--- src/hw/dac_regs.svh ---
// register indices, field positions, reset values for the converter control block
// assumes byte address = 4 * index on a 32-bit axi4-lite bus
`ifndef DAC_REGS_SVH
`define DAC_REGS_SVH
// ----------------------------------------
// register indices
// ----------------------------------------
`define DAC_IDX_CONTROL 8'hd8
`define DAC_IDX_INPUT_CONTROL 8'hda
`define DAC_IDX_DATA_LOW 8'hdc
`define DAC_IDX_DATA_HIGH 8'hdd
// ----------------------------------------
// input control fields
// ----------------------------------------
`define DAC_IC_CONNECT_BIT 7
`define DAC_IC_REF_BIT 6
`define DAC_IC_DIFFERENTIAL_ENABLE_BIT_BIT 5
`define DAC_IC_TRG_HI 4
`define DAC_IC_TRG_LO 3
`define DAC_IC_ACS_HI 2
`define DAC_IC_ACS_LO 0
// ----------------------------------------
// control fields
// ----------------------------------------
`define DAC_CTL_BUSY_BIT 6
`define DAC_CTL_LEFT_ALIGN_BIT_BIT 3
// ----------------------------------------
// reset values and widths
// ----------------------------------------
`define DAC_RST_INPUT_CONTROL 8'h00
`define DAC_RST_DATA_LOW 8'h00
`define DAC_RST_DATA_HIGH 8'h00
`define DAC_RST_CONTROL 8'h00
`define DAC_RESULT_W 10
`define DAC_LEFT_ALIGN_BIT_PAD 6
`endif

--- src/hw/dac_pkg.sv ---
// types shared by the converter control block
// assumes dac_regs.svh holds the numbers
`default_nettype none
package dac_pkg;
    typedef enum logic [1:0] {
        DAC_TRG_SOFT,
        DAC_TRG_T0,
        DAC_TRG_T1,
        DAC_TRG_T2
    } dac_trg_t;

    typedef struct packed {
        logic connect;
        logic ref_internal;
        logic differential_enable_bit;
        logic [1:0] trg;
        logic [2:0] acs;
    } dac_input_ctl_t;

    typedef struct packed {
        logic connect;
        logic ref_internal;
        logic differential_enable_bit;
        logic [3:0] mux_code;
    } dac_analog_ctl_t;

    typedef enum logic [1:0] {
        DAC_RESP_OKAY = 2'b00,
        DAC_RESP_SLVERR = 2'b10
    } dac_resp_t;
endpackage
`default_nettype wire

--- src/hw/dac_ctrl.sv ---
// converter register control: data registers, input control, trigger and start logic
// assumes a synchronous converter core and timer overflow pulses on clk_i
//
// Function
// - result word split over two byte registers
// - reference bit picks internal or supply reference
// - differential bit picks differential or single-ended
// - connect bit zero keeps inputs disconnected
// - left-align zero-fills, right-align sign-extends
// - start bit begins conversion when the trigger field selects software start, cleared when done
//
// The AXI4-Lite interface to the registers was chosen for this implementation.
`include "dac_regs.svh"
`default_nettype none
module dac_ctrl (
    // clock and reset
    input wire logic clk_i,
    input wire logic sys_rst_i,
    // axi4-lite write address
    input wire logic s_axi_awvalid_i,
    output logic s_axi_awready_o,
    input wire logic [31:0] s_axi_awaddr_i,
    // axi4-lite write data
    input wire logic s_axi_wvalid_i,
    output logic s_axi_wready_o,
    input wire logic [31:0] s_axi_wdata_i,
    input wire logic [3:0] s_axi_wstrb_i,
    // axi4-lite write response
    output logic s_axi_bvalid_o,
    input wire logic s_axi_bready_i,
    output logic [1:0] s_axi_bresp_o,
    // axi4-lite read address
    input wire logic s_axi_arvalid_i,
    output logic s_axi_arready_o,
    input wire logic [31:0] s_axi_araddr_i,
    // axi4-lite read data
    output logic s_axi_rvalid_o,
    input wire logic s_axi_rready_i,
    output logic [31:0] s_axi_rdata_o,
    output logic [1:0] s_axi_rresp_o,
    // timer overflow pulses
    input wire logic timer0_ovf_i,
    input wire logic timer1_ovf_i,
    input wire logic timer2_ovf_i,
    // converter core
    output var dac_pkg::dac_analog_ctl_t analog_ctl_o,
    output logic conv_start_o,
    input wire logic conv_done_i,
    input wire logic [`DAC_RESULT_W-1:0] conv_result_i
);
    // ----------------------------------------
    // helpers
    // ----------------------------------------
    function automatic logic [7:0] reg_index(input logic [31:0] addr);
        reg_index = addr[9:2];
    endfunction

    function automatic logic idx_mapped(input logic [7:0] idx);
        idx_mapped = (idx == `DAC_IDX_CONTROL) || (idx == `DAC_IDX_INPUT_CONTROL) ||
                     (idx == `DAC_IDX_DATA_LOW) || (idx == `DAC_IDX_DATA_HIGH);
    endfunction

    // ----------------------------------------
    // state
    // ----------------------------------------
    localparam logic [7:0] ctl_rst = `DAC_RST_CONTROL;
    dac_pkg::dac_input_ctl_t in_ctl_q;
    logic [7:0] data_low_q;
    logic [7:0] data_high_q;
    logic left_align_bit_q;
    logic busy_q;
    logic aw_have_q;
    logic w_have_q;
    logic [7:0] aw_idx_q;
    logic [7:0] wdata_q;
    logic wlane_q;
    logic wr_fire;
    logic wr_ok;
    logic [7:0] rd_idx;
    logic [7:0] rd_val;
    logic [7:0] ctl_rd;
    logic hw_trig;
    logic sw_start;
    logic start;
    logic [15:0] result_word;

    assign wr_fire = aw_have_q && w_have_q && !s_axi_bvalid_o;
    assign wr_ok = idx_mapped(aw_idx_q);
    assign rd_idx = reg_index(s_axi_araddr_i);

    // ----------------------------------------
    // write channel
    // ----------------------------------------
    // address and data are taken in either order; the response follows both
    always_ff @(posedge clk_i or posedge sys_rst_i)
    begin
        if (sys_rst_i)
        begin
            aw_have_q <= 1'b0;
            aw_idx_q <= 8'h00;
        end
        else if (s_axi_awvalid_i && s_axi_awready_o)
        begin
            aw_have_q <= 1'b1;
            aw_idx_q <= reg_index(s_axi_awaddr_i);
        end
        else if (wr_fire)
        begin
            aw_have_q <= 1'b0;
        end
    end

    always_ff @(posedge clk_i or posedge sys_rst_i)
    begin
        if (sys_rst_i)
        begin
            w_have_q <= 1'b0;
            wdata_q <= 8'h00;
            wlane_q <= 1'b0;
        end
        else if (s_axi_wvalid_i && s_axi_wready_o)
        begin
            w_have_q <= 1'b1;
            wdata_q <= s_axi_wdata_i[7:0];
            wlane_q <= s_axi_wstrb_i[0];
        end
        else if (wr_fire)
        begin
            w_have_q <= 1'b0;
        end
    end

    always_ff @(posedge clk_i or posedge sys_rst_i)
    begin
        if (sys_rst_i)
        begin
            s_axi_awready_o <= 1'b0;
            s_axi_wready_o <= 1'b0;
        end
        else
        begin
            s_axi_awready_o <= !aw_have_q && !(s_axi_awvalid_i && s_axi_awready_o);
            s_axi_wready_o <= !w_have_q && !(s_axi_wvalid_i && s_axi_wready_o);
        end
    end

    always_ff @(posedge clk_i or posedge sys_rst_i)
    begin
        if (sys_rst_i)
        begin
            s_axi_bvalid_o <= 1'b0;
            s_axi_bresp_o <= dac_pkg::DAC_RESP_OKAY;
        end
        else if (wr_fire)
        begin
            s_axi_bvalid_o <= 1'b1;
            s_axi_bresp_o <= wr_ok ? dac_pkg::DAC_RESP_OKAY : dac_pkg::DAC_RESP_SLVERR;
        end
        else if (s_axi_bready_i)
        begin
            s_axi_bvalid_o <= 1'b0;
        end
    end

    // ----------------------------------------
    // register writes
    // ----------------------------------------
    // channel changes with the input still connected are not blocked; software keeps it off
    always_ff @(posedge clk_i or posedge sys_rst_i)
    begin
        if (sys_rst_i)
        begin
            in_ctl_q <= `DAC_RST_INPUT_CONTROL;
        end
        else if (wr_fire && wlane_q && aw_idx_q == `DAC_IDX_INPUT_CONTROL)
        begin
            in_ctl_q <= wdata_q;
        end
    end

    always_ff @(posedge clk_i or posedge sys_rst_i)
    begin
        if (sys_rst_i)
        begin
            left_align_bit_q <= ctl_rst[`DAC_CTL_LEFT_ALIGN_BIT_BIT];
        end
        else if (wr_fire && wlane_q && aw_idx_q == `DAC_IDX_CONTROL)
        begin
            left_align_bit_q <= wdata_q[`DAC_CTL_LEFT_ALIGN_BIT_BIT];
        end
    end

    // ----------------------------------------
    // trigger and busy
    // ----------------------------------------
    always_comb
    begin
        case (dac_pkg::dac_trg_t'(in_ctl_q.trg))
            dac_pkg::DAC_TRG_T0: hw_trig = timer0_ovf_i;
            dac_pkg::DAC_TRG_T1: hw_trig = timer1_ovf_i;
            dac_pkg::DAC_TRG_T2: hw_trig = timer2_ovf_i;
            default: hw_trig = 1'b0;
        endcase
    end

    assign sw_start = wr_fire && wlane_q && aw_idx_q == `DAC_IDX_CONTROL &&
                      wdata_q[`DAC_CTL_BUSY_BIT] && in_ctl_q.trg == 2'b00;
    // a start in the completion cycle wins over the clear
    assign start = (sw_start || hw_trig) && (!busy_q || conv_done_i);

    always_ff @(posedge clk_i or posedge sys_rst_i)
    begin
        if (sys_rst_i)
        begin
            busy_q <= 1'b0;
        end
        else if (start)
        begin
            busy_q <= 1'b1;
        end
        else if (conv_done_i)
        begin
            busy_q <= 1'b0;
        end
    end

    always_ff @(posedge clk_i or posedge sys_rst_i)
    begin
        if (sys_rst_i)
        begin
            conv_start_o <= 1'b0;
        end
        else
        begin
            conv_start_o <= start;
        end
    end

    // ----------------------------------------
    // result capture
    // ----------------------------------------
    always_comb
    begin
        if (left_align_bit_q)
        begin
            result_word = {conv_result_i, {`DAC_LEFT_ALIGN_BIT_PAD{1'b0}}};
        end
        else
        begin
            result_word = {{`DAC_LEFT_ALIGN_BIT_PAD{conv_result_i[`DAC_RESULT_W-1]}}, conv_result_i};
        end
    end

    // result lands over any software write in the same cycle
    always_ff @(posedge clk_i or posedge sys_rst_i)
    begin
        if (sys_rst_i)
        begin
            data_low_q <= `DAC_RST_DATA_LOW;
            data_high_q <= `DAC_RST_DATA_HIGH;
        end
        else if (conv_done_i && busy_q)
        begin
            data_low_q <= result_word[7:0];
            data_high_q <= result_word[15:8];
        end
        else if (wr_fire && wlane_q)
        begin
            if (aw_idx_q == `DAC_IDX_DATA_LOW)
            begin
                data_low_q <= wdata_q;
            end
            if (aw_idx_q == `DAC_IDX_DATA_HIGH)
            begin
                data_high_q <= wdata_q;
            end
        end
    end

    // ----------------------------------------
    // analog control
    // ----------------------------------------
    always_ff @(posedge clk_i or posedge sys_rst_i)
    begin
        if (sys_rst_i)
        begin
            analog_ctl_o <= '0;
        end
        else
        begin
            analog_ctl_o.connect <= in_ctl_q.connect;
            analog_ctl_o.ref_internal <= in_ctl_q.ref_internal;
            analog_ctl_o.differential_enable_bit <= in_ctl_q.differential_enable_bit;
            analog_ctl_o.mux_code <= {in_ctl_q.differential_enable_bit, in_ctl_q.acs};
        end
    end

    // ----------------------------------------
    // read channel
    // ----------------------------------------
    assign ctl_rd = {1'b0, busy_q, 2'b00, left_align_bit_q, 3'b000};

    always_comb
    begin
        case (rd_idx)
            `DAC_IDX_CONTROL: rd_val = ctl_rd;
            `DAC_IDX_INPUT_CONTROL: rd_val = in_ctl_q;
            `DAC_IDX_DATA_LOW: rd_val = data_low_q;
            `DAC_IDX_DATA_HIGH: rd_val = data_high_q;
            default: rd_val = 8'h00;
        endcase
    end

    always_ff @(posedge clk_i or posedge sys_rst_i)
    begin
        if (sys_rst_i)
        begin
            s_axi_arready_o <= 1'b0;
        end
        else
        begin
            s_axi_arready_o <= !s_axi_rvalid_o && !(s_axi_arvalid_i && s_axi_arready_o);
        end
    end

    always_ff @(posedge clk_i or posedge sys_rst_i)
    begin
        if (sys_rst_i)
        begin
            s_axi_rvalid_o <= 1'b0;
            s_axi_rdata_o <= 32'h0000_0000;
            s_axi_rresp_o <= dac_pkg::DAC_RESP_OKAY;
        end
        else if (s_axi_arvalid_i && s_axi_arready_o)
        begin
            s_axi_rvalid_o <= 1'b1;
            s_axi_rdata_o <= {24'h00_0000, rd_val};
            s_axi_rresp_o <= idx_mapped(rd_idx) ? dac_pkg::DAC_RESP_OKAY : dac_pkg::DAC_RESP_SLVERR;
        end
        else if (s_axi_rready_i)
        begin
            s_axi_rvalid_o <= 1'b0;
        end
    end
endmodule // dac_ctrl
`default_nettype wire

--- config.mk ---
export PLATFORM = sky130hd
export DESIGN_NAME = dac_ctrl
export DESIGN_NICKNAME = d
export VERILOG_FILES = /design/src/hw/dac_pkg.sv /design/src/hw/dac_ctrl.sv
export VERILOG_INCLUDE_DIRS = /design/src /design/src/hw
export SDC_FILE = /design/constraint.sdc
export NUM_CORES = 1
export LEC_CHECK = 0
export ABC_CLOCK_PERIOD_IN_PS = 4600
export BUFFER_PORTS_ARGS = -buffer_cell sky130_fd_sc_hd__buf_2
export CAP_MARGIN = 40
export CORE_MARGIN = 4
export CORE_UTILIZATION = 45
export CTS_CLUSTER_SIZE = 16
export DETAILED_ROUTE_END_ITERATION = 6
export HOLD_SLACK_MARGIN = 0.12
export PLACE_DENSITY = 0.8
export SYNTH_ARGS = -nofsm -noshare
export SYNTH_HDL_FRONTEND = slang
export SYNTH_SLANG_ARGS = --single-unit
--- constraint.sdc ---
create_clock -name clk_i -period 4.6 [get_ports clk_i]
set_input_delay 1.38 -clock clk_i [delete_from_list [all_inputs] [get_ports clk_i]]
set_output_delay 1.38 -clock clk_i [all_outputs]
set_load 0.1 [all_outputs]
== After elaboration in Yosys (flattened, before gate mapping) ==
Cells that the tools add are included.
Word-level totals
  bits in registers: 70
  input bits: 121
  output and inout bits: 49
  word-level logic and storage cells: 100
Operators by class
  equal/unequal tests: 11
  multiplexer cells: 20
  reductions and logical operators: 42
Operators with widths (number)
  equality test 8 bit, second input constant: 8
  two-way mux 8 bit: 6
  case mux 8 bit (4 select lines): 1
  nonzero test 2 bit: 8
  logical AND 1 bit: 15
  two-way mux 15 bit: 1
  two-way mux 1 bit: 9
  logical NOT 1 bit: 8
  logical OR 1 bit: 8
  equality test 2 bit, second input constant: 2
  two-way mux 2 bit: 2
  AND reduction 2 bit: 2
  case mux 1 bit (3 select lines): 1
  equality test 2 x 1 -> 1 bit, second input constant: 1
  logical NOT 2 bit: 1

== Depth between registers and ports, before layout ==
Gate-level depths: netlist (run 1).
  word-level depth: 9
  depth in mapped cells: 5
  depth with buffers taken out: 4

== Worst setup path before layout (run 1) ==
Ideal clock, no wire load.
  kind: register -> output
  start point: register analog_ctl_o[4] (netlist bit)
  end point: output port analog_ctl_o[4] (netlist bit)
  arrival: 1.324 ns
  data required time: 3.220 ns
  slack: 1.896 ns
  cell stages (with the launch flop): 2
  buffers on the path: 1
  path through: dfrtp_1 -> buf_4
RTL lines
  start, declared: RTL line dac_ctrl.sv:46  | output var dac_pkg::dac_analog_ctl_t analog_ctl_o,
No word-level cell between the ends.

== Worst setup path after layout (run 1) ==
  start point: input port s_axi_araddr_i[3]
  end point: register s_axi_rresp_o[1]
Between the ends
  longest elaborated chain between the ends: 5
  elaborated cells on any way between the ends: 8
RTL lines
  start, declared: RTL line dac_ctrl.sv:35  | input wire logic [31:0] s_axi_araddr_i,
  equality test 8 bit
  logical OR 1 bit (2 in a row): RTL line dac_ctrl.sv:59  | idx_mapped = (idx == `DAC_IDX_CONTROL) || (idx == `DAC_IDX_INPUT_CONTROL) ||
  logical OR 1 bit *: RTL line dac_ctrl.sv:59
  two-way mux 2 bit *: RTL line dac_ctrl.sv:338  | s_axi_rresp_o <= idx_mapped(rd_idx) ? dac_pkg::DAC_RESP_OKAY : dac_pkg::DAC_RESP_SLVERR;
  end signal, assigned: RTL line dac_ctrl.sv:332  | s_axi_rresp_o <= dac_pkg::DAC_RESP_OKAY;
  end signal, assigned: RTL line dac_ctrl.sv:338
  end, declared: RTL line dac_ctrl.sv:40  | output logic [1:0] s_axi_rresp_o,
Every way passes the cells marked *; elsewhere a longest branch is shown, timed or not.
A chain may end at the register's enable or synchronous reset.

==> impl_results.md, run 1 <==
- Achievable Freq: 352 MHz
- Synth area leaders: dfrtp_1, mux2_1, buf_4
- Layout net count: 460
- GPL Wtd Cong: 0.868
- Post-synthesis sequential area ratio: 53.1%
- Fin cells: 440
- Worst relative slew slack: 45.4%
- Hold Buf Count CTS: 0
- Detailed placement HPWL: 4.87 mm
- Placed cell areas: 3490 µm²
- Worst-Margin Slew: 0.813 ns
- CP max stage cell: nor2b_1
- Final setup vio count: 0
- Setup TNS: 0 ns
- Initial DRT Pass Iterations: 4
- Post-DR vias/cell: between 5 and 6
- WHS: roughly 0.40 ns
- CP Capture Type: register
- Yosys cell types: 31
- Initial Util: 46.5%
- 1st-iter DRT viols: 102
- Period utilization: 61.7%
- Fraction of layout cells with a size suffix above 1: a little over a quarter
- Most frequent cells after synthesis: dfrtp_1, mux2_1, buf_4
- Final Cell Area: 3650 µm²
- Core Area: 6790 µm²
- Critical Path AT: 3.07 ns
- Status: completed
- Post-route ant nets: 0
- Synth-to-Final Area Change: 15.5%
- Post-CTS setup buffer count: 0
- Die Wd: 91.8 µm
- Max-Cap Viols: 0
- Int Pwr: around 1.2 mW
- First-pass GRT wire length: roughly 11 mm
- Share of power burned in registers: a little under half
- Die Ht: 91.8 µm
- Clock Skew: 0.00616 ns
- Mapped Cells: about 270
- Leakage power: 1.73 nW
- Cell area after synthesis: ~3200 µm²
- H-Tree Depth: 3
- Peak VDD IR: 0.578 mV
- DRT Wirelength: 6.65 mm
- Number of antenna violations at the first check in global routing: 0
- Crit path cell chain: buf_2 -> nor2b_1 -> o2111ai_1 -> mux2_2
- Num rows: 30
- Routed len/inst: around 15 µm
- CP Launch Type: input port
- Worst setup margin: 1.76 ns
- DP Cell Count: 424
- Total number of vias: between 2000 and 2500
- RSZ-0062 raised after global routing: no
- NetSw: between 0.8 and 0.9 mW
- Most frequently used flop master after synthesis: dfrtp_1
- DRC viols: 0
- CP Max Fanout: 10
- Synth warnings: 0
- ANT cells: 0
- Count leader, synth: dfrtp_1
- Clk pwr share: 19.8%
- Logic pwr share: roughly 34%
- Pwr Density: 553 nW/µm²
- Net switching fraction of the power: 42.1%
- CTS tree: yes
- GRT Total Usage: 16.3%
- FFs w/ async S/R, synth: 100%
- Worst-Skew Late Latency: 0.34 ns
- Max Slew Vio Count: 0
- Pre-CTS setup slack: 1.42 ns
- Flops & latches, synth: 67
- Vias in the first global route: 2073
- Worst Path Class, Setup: in -> reg
- Clock sinks: 67
- I/O pin cnt: 170
- Power Total: 2.02 mW
- CTS Buffer Depth: 2
- Fin. Hold Viols: 0
- Required @ worst endpoint: 4.83 ns
- Largest net degree at the start of global routing: 40
- Clk pin slew, worst setup/hold paths: 0.07 ns
- Total gr overflow: 0
- CTS root buffer: clkbuf_8
- Period minus WS final: around 2.8 ns
- Share of Yosys cell area claimed by the top area cell type: 53.1%
- Post-synth EDFFs: 0
- Num CTS Buffers: 9
- I/O Buffers: between 60 and 70
- Slowest stage delay, CP: 0.63 ns
- Die area: 8420 µm²
- Avg Cell Area, Syn: 11.8 µm²
- # resized after CTS: 0
- Hold Crit Class: reg -> reg
- Synth area leader: dfrtp_1
- Final core utilization: 53.7%
[power by group through the flow]
stage / Combinational, mW / Sequential [mW] / Clock [mW]
3_3_place_gp: 0.677 / 0.923 / 0
3_5_place_dp: 0.694 / 0.935 / 0
4_1_cts: 0.696 / 0.927 / 0.413
5_1_grt: 0.743 / 0.958 / 0.441
2_1_floorplan: 0.414 / 1.08 / 0
6_report: 0.689 / 0.926 / 0.400
[per-layer routing]
| layer | wire (µm) | track usage (%) |
|---|---|---|
| met2 | 3190 | 24.8 |
| met4 | 128 | 6.44 |
| met5 | 0 | 0 |
| met1 | 2720 | 20.8 |
| met3 | 613 | 6.48 |
[final timing paths]
check / startpoint / end / slack [ns] / depth (start not counted)
max: s_axi_araddr_i[3] / s_axi_rresp_o[1] / 1.76 / 4
min: in_ctl_q[6] / analog_ctl_o[5] / 0.40 / 0
max reg2reg: aw_idx_q[5] / in_ctl_q[5] / 2.67 / 4
min reg2reg: in_ctl_q[6] / analog_ctl_o[5] / 0.40 / 0
max in group asynchronous: sys_rst_i / aw_idx_q[1] / 2.57 / 3
min in group asynchronous: sys_rst_i / in_ctl_q[4] / 1.17 / 2
[cells in the final DEF, fill, tap and decap left out, drive strengths merged]
cell type	instances
nor3b	1
and2	1
dfrtp	67
nand4b	2
a21o	1
conb	26
a211oi	3
o31ai	8
nand3b	1
clkinvlp	1
o21ai	14
a31oi	1
nor2	5
inv	9
a21oi	23
nand3	1
nor3	2
nand2b	2
and3	1
a22oi	2
mux2	36
buf	69
clkbuf	10
nand2	22
nor4	2
mux2i	17
o2111ai	1
clkinv	5
a32oi	6
nor2b	5
[logic make-up after synthesis]
family	count (synthesis)	share of synthesized area, %
flops	67	53.1
compound gates	59	11.3
other cells	1	0.119
simple gates	45	8.80
buf+inv	43	8.44
mux	53	18.2
[registers in the layout (all words and copies together) (netlist names), 6 cells and up]
signal	cells
data_low_q	8
analog_ctl_o	6
wdata_q	8
in_ctl_q	8
data_high_q	8
s_axi_rdata_o	8
aw_idx_q	8
[critical path, delay by kind of cell]
family / cells / cell delay [ns]
compound gates: 1 / 0.46
buf+inv: 1 / 0.18
simple gates: 1 / 0.63
mux: 1 / 0.41
[area by class of cell]
type                       count  area [µm²]
sequential                    67        1680
clock buffer                  10         128
tap                           96         120
inverter                       9        33.8
fill                         621        3150
clock inverter                 6        32.5
timing repair buffer          69         348
multi-input combinational    183        1310
Power figures use the tool's default switching activity.
==> inputs of run 2 (changes only) <==
ABC_AREA = 1   (was default)
ABC_CLOCK_PERIOD_IN_PS = 2600   (was 4600)
CORE_UTILIZATION = 41   (was 45)
PLACE_DENSITY = 0.76   (was 0.8)
clock period = 2.6 ns   (was 4.6 ns; I/O delays follow)
==> run 2 against run 1 <==
Hold slack gained 0.0067 ns. Largest power group unchanged. Final cell count up 34%. Global-route usage down 0.25 points.
==> impl_results.md, run 2 <==
- Met3 routed WL: slightly above 500 µm
- Clock Skew: approximately 0.0077 ns
- Worst Path Class, Setup: reg -> out
- Post-synth EDFFs: 0
- Num CTS Buffers: 9
- Clock sinks: 67
- Crit path to: s_axi_rdata_o[5]
- CTS tree: yes
- Share of Yosys cell area claimed by the top area cell type: 50.3%
- WP buf/inv: 1
- Max-Cap Viols: 0
- Fin. Hold Viols: 0
- Worst relative slew slack: 61.8%
- CTS Buffer Depth: 2
- 1st-iter DRT viols: 182
- Vias in the first global route: 2659
- WL met1: 3.47 mm
- Hold Crit Class: reg -> reg
- Detailed placement HPWL: 5.66 mm
- R2R Setup Slk: ~0.94 ns
- Status: completed
- CP Max Fanout: 2
- R2r worst-path depth: 6
- Count leader, synth: nand2_1
- Die Ht: 98.2 µm
- Initial DRT Pass Iterations: 5
- Layout net count: 602
- Core Area: 7810 µm²
- Mapped Cells: 412
- Synth Area in XOR/XNOR: 0%
- Period minus WS final: ~1.9 ns
- Required @ worst endpoint: 1.82 ns
- Total gr overflow: 0
- Fraction of layout cells with a size suffix above 1: 22.0%
- Crit path cell chain: buf_2
- # resized after CTS: 0
- Total number of vias: 2860
- Stages on worst setup path: 1
- Multi-input gate area: 1380 µm²
- Flops & latches, synth: 67
- Yosys cell types: 28
- Main combinational cell family by area after synthesis: simple AND/OR/NAND/NOR gates
- Cell area after synthesis: 3340 µm²
- R2R Path End: data_low_q[0]
- Largest delay share family, worst path: buffers and inverters
- Hold Buf Count CTS: 0
- Peak VDD IR: 0.592 mV
- Post-DR vias/cell: between 4 and 5
- Synth area leaders: dfrtp_1, nand2_1, buf_4
- Pwr Density: 939 nW/µm²
- Fillers: 768
- Metal2 WL: 3.37 mm
- Worst-Margin Slew: 0.570 ns
- Most frequent cells after synthesis: nand2_1, dfrtp_1, nand3_1
- ANT cells: 0
- DRC viols: 0
- Setup TNS: 0 ns
- Die Wd: 98.2 µm
- Synth area leader: dfrtp_1
- First-pass GRT wire length: 12.5 mm
- I/O pin cnt: 170
- Worst flop-to-flop path startpoint: busy_q
- Largest net degree at the start of global routing: 68
- Slowest stage delay, CP: 0.43 ns
- Post-CTS setup buffer count: 0
- Commonest cells after routing, fill and taps aside: nand2_1, buf_2, dfrtp_1
- Compound-Gate Fraction of Synth Area: 9.86%
- Adder-cell share of the synthesized area: 0%
- Die area: 9640 µm²
- Final setup vio count: 0
- Avg Cell Area, Syn: 8.10 µm²
- RSZ-0062 raised after global routing: no
- Num rows: 32
- CP max stage cell: buf_2
- Period utilization: roughly 74%
- Max Slew Vio Count: 0
- H-Tree Depth: 3
- I/O Buffers: between 60 and 70
- Initial Util: 42.7%
- GRT Total Usage: ~16%
- Worst-Skew Late Latency: about 0.35 ns
- Area taken by flip-flops and latches: 1680 µm²
- CTS root buffer: clkbuf_8
- DRT Wirelength: 7.48 mm
- Leakage power: 2.13 nW
- Most frequently used flop master after synthesis: dfrtp_1
- Post-synthesis sequential area ratio: 50.3%
- Commonest non-fill, non-tap cell in the layout: nand2_1
- CP Capture Type: output port
- Top Metal Used: met4
- Critical Path Start: s_axi_rdata_o[5]
- CP Launch Type: register
- FFs w/ async S/R, synth: 100%
- GPL Wtd Cong: 0.933
- Achievable Freq: between 500 and 600 MHz
- Synth warnings: 0
- Number of antenna violations at the first check in global routing: 0
- Routed len/inst: 12.7 µm
- Clk pin slew, worst setup/hold paths: 0.07 ns
- Power Total: 3.64 mW
- Synth-to-Final Area Change: 16.2%
- Mux share of post-synthesis cell area: 0%
- Critical Path AT: 1.14 ns
- Post-Synth Simple-Gate Area: 28.5%
- Post-route ant nets: 0
[run 2: routing by layer]
layer / vias up / global-route usage, %
li1: 1417 / -
met1: 1318 / 22.7
met2: 112 / 24.2
met3: 13 / 3.00
met4: 0 / 6.83
met5: - / 0
[run 2: per-stage QoR]
stage | setup WS (ns) | util [%] | hold slack (ns) | instance area [µm²] | cells
after CTS | 0.670 | 49.6 | 0.415 | 3880 | 588
after global placement | 0.614 | 46.9 | 0.398 | 3660 | 572
final | 0.682 | 49.6 | 0.410 | 3880 | 588
after global routing | 0.642 | 49.6 | 0.429 | 3880 | 588
after floorplan | 0.137 | - | 0.369 | 3430 | 437
after detailed placement | 0.557 | 46.9 | 0.395 | 3660 | 572
[run 2: worst min path at each step]
stage                startpoint               to  slack, ns  depth (start not counted)
floorplan           in_ctl_q[0]  analog_ctl_o[0]       0.37                          0
global placement    in_ctl_q[7]  analog_ctl_o[6]       0.40                          0
detailed placement  in_ctl_q[6]  analog_ctl_o[5]       0.39                          0
CTS                 in_ctl_q[6]  analog_ctl_o[5]       0.42                          0
global route        in_ctl_q[6]  analog_ctl_o[5]       0.43                          0
finish              in_ctl_q[6]  analog_ctl_o[5]       0.41                          0
[run 2: layout make-up]
| cell class | instances | share of cell area (%) |
|---|---|---|
| Inverter | 29 | 2.81 |
| Multi-Input combinational cell | 304 | 35.5 |
| Clock buffer | 10 | 3.29 |
| Sequential cell | 67 | 43.3 |
| Clock inverter | 6 | 2.32 |
| Timing Repair Buffer | 70 | 9.49 |
| Tap cell | 102 | 3.29 |
[run 2: logic make-up after synthesis]
logic type             after synthesis
AOI/OAI and AO/OA                   59
and+or+nand+nor                    219
buffers and inverters               66
other                                1
DFF                                 67
[run 2: where the power goes]
group	switching [mW]	internal, mW	total [mW]
registers	0.188	1.27	1.46
clock network	0.405	0.541	0.947
logic	0.989	0.247	1.24
total	1.58	2.06	3.64
==> inputs of run 3 (changes only) <==
ABC_AREA = 0   (was 1)
ABC_CLOCK_PERIOD_IN_PS = 1550   (was 2600)
PLACE_DENSITY = 0.77   (was 0.76)
clock period = 1.55 ns   (was 2.6 ns; I/O delays follow)
==> run 3 against run 2 <==
The run now ends with negative setup slack left. Die area shrank 4.9%. Via count shrank 17%. Worst setup slack lost 0.75 ns. Register-to-register slack lost 1.0 ns. Final cell count shrank 21%. Largest cell class unchanged.
==> impl_results.md, run 3 (same netlist as run 1, synthesis figures left out) <==
- Fraction of layout cells with a size suffix above 1: 36.7%
- CP Capture Type: register
- Total number of vias: 2360
- ANT cells: 0
- Worst flop-to-flop path startpoint: aw_idx_q[5]
- Initial DRT Pass Iterations: 4
- Die Ht: 95.8 µm
- Clock Skew: about 0.0072 ns
- RSZ-0062 raised after global routing: yes
- R2R Setup Slk: -0.07 ns
- Peak VDD IR: 1.29 mV
- GRT Total Usage: 16.5%
- Max Slew Vio Count: 0
- Commonest non-fill, non-tap cell in the layout: dfrtp_1
- Num CTS Buffers: 9
- Status: complete, but fails checks
- R2R Path End: data_low_q[0]
- DRT Wirelength: 7.20 mm
- Gr busiest metal: met2
- Synth-to-Final Area Change: 38.1%
- Worst-Skew Late Latency: approximately 0.35 ns
- Core Area: ~7400 µm²
- 1st-iter DRT viols: 76
- Period minus WS final: 1.62 ns
- Final Cell Area: 4360 µm²
- Die area: 9170 µm²
- Hold Buf Count CTS: 0
- Detailed placement HPWL: 5.55 mm
- Slowest stage delay, CP: 0.38 ns
- Final setup vio count: 25
- DRC viols: 0
- Post-route ant nets: 0
- H-Tree Depth: 3
- Num rows: 31
- DP Cell Count: between 400 and 500
- Clk pin slew, worst setup/hold paths: 0.07 ns
- Worst setup margin: -0.0729 ns
- Vias in the first global route: 2401
- Routed len/inst: 15.4 µm
- Crit path cell chain: nand4b_4 -> buf_4 -> nor4_4 -> buf_12 -> mux2i_1 -> o21ai_1
- Number of antenna violations at the first check in global routing: 2
- CP max stage cell: dfrtp_1
- R2r worst-path depth: 6
- Largest net degree at the start of global routing: 29
- Period utilization: 105%
- Die Wd: 95.8 µm
- Met3 usage: 5.39%
- CTS root buffer: clkbuf_8
- Leakage power: 1.97 nW
- CP Max Fanout: 8
- I/O pin cnt: 170
- Largest delay share family, worst path: simple AND/OR/NAND/NOR gates
- Placed cell areas: 4050 µm²
- Setup TNS: -1.20 ns
- Met1 Use GR: 19.4%
- Max-Cap Viols: 0
- First-pass GRT wire length: approximately 11 mm
- Post-DR vias/cell: 5.05
- Commonest cells after routing, fill and taps aside: dfrtp_1, buf_2, conb_1
- Pwr Density: 1640 nW/µm²
- Worst Path Class, Setup: reg -> reg
- CTS tree: yes
- CP Launch Type: register
- I/O Buffers: slightly below 70
- WP buf/inv: 2
- Total gr overflow: 0
- Achievable Freq: 616 MHz
- GR Layer Usage met2: 27.9%
- CTS Buffer Depth: 2
- Failing checks: negative setup slack
- Hold Crit Class: in -> async
- Fin cells: 467
- Required @ worst endpoint: approximately 1.8 ns
- Fin. Hold Viols: 0
- Layout net count: roughly 480
- GPL Wtd Cong: roughly 0.85
- Final core utilization: 59.2%
- Initial Util: between 40% and 50%
- Clock sinks: 67
- Critical Path AT: 1.85 ns
run 3: changes by cell type in the layout (fill, tap and decap cells not counted), sizes merged, moves of 5 or more:
cell,before,now
a32oi,0,6
buf,70,93
inv,28,8
mux2,0,36
mux2i,0,17
nand2,143,22
nand3,44,1
nor2,24,5
nor2b,0,5
o21ai,36,14
o31ai,0,8
run 3: worst max-delay path by stage:
stage / startpoint / end / slack (ns) / cells past startpoint
floorplan: s_axi_bvalid_o / data_high_q[0] / -0.22 / 4
global placement: aw_idx_q[5] / in_ctl_q[5] / -0.06 / 5
detailed placement: aw_idx_q[5] / data_high_q[7] / -0.09 / 6
CTS: s_axi_bvalid_o / data_high_q[1] / -0.08 / 5
global route: aw_idx_q[5] / data_high_q[1] / -0.17 / 6
finish: aw_idx_q[5] / data_low_q[0] / -0.07 / 6
run 3: final cells by class:
type / instances / area [µm²]
Clock inverter: 5 / 100
Fill cell: 605 / 3010
Clock buffer: 11 / 141
Timing Repair Buffer: 93 / 893
Multi-Input combinational cell: 183 / 1380
Tap cell: 99 / 124
Inverter: 9 / 37.5
Sequential cell: 67 / 1690
run 3: repair_timing:
action,in CTS,in global routing
gates resized for setup,7,4
endpoints found under the hold margin,0,0
setup endpoints to repair,21,25
setup buffers,0,3
cloned,0,0
pin swaps,2,3
run 3: worst reg2reg max path: cells and delay by family (launching register included):
family / cells / cell delay, ns
buffers and inverters: 2 / 0.35
AND/OR/NAND/NOR: 2 / 0.49
flip-flops: 1 / 0.38
multiplexers: 1 / 0.22
AO/OA/AOI/OAI: 1 / 0.08
run 3: per-stage QoR:
step	hold slack, ns	power, mW	worst slack (ns)
3_3_place_gp	0.393	5.18	-0.0576
3_5_place_dp	0.402	5.30	-0.0913
4_1_cts	0.136	7.11	-0.0827
6_report	0.126	7.14	-0.0729
2_1_floorplan	0.374	4.47	-0.220
5_1_grt	0.136	7.49	-0.171
run 3: report_power, final:
part	switching, mW	leakage, nW	internal, mW
Sequential	0.500	0.814	2.30
Clock	0.658	0.123	1.11
Combinational	1.55	1.03	1.01
run 3: routing by layer:
layer	share of wire [%]	vias up	wire (µm)
li1	-	1102	-
met1	40	1167	2870
met2	51	72	3690
met3	7.2	15	521
met4	1.2	4	87
met5	0.43	-	31
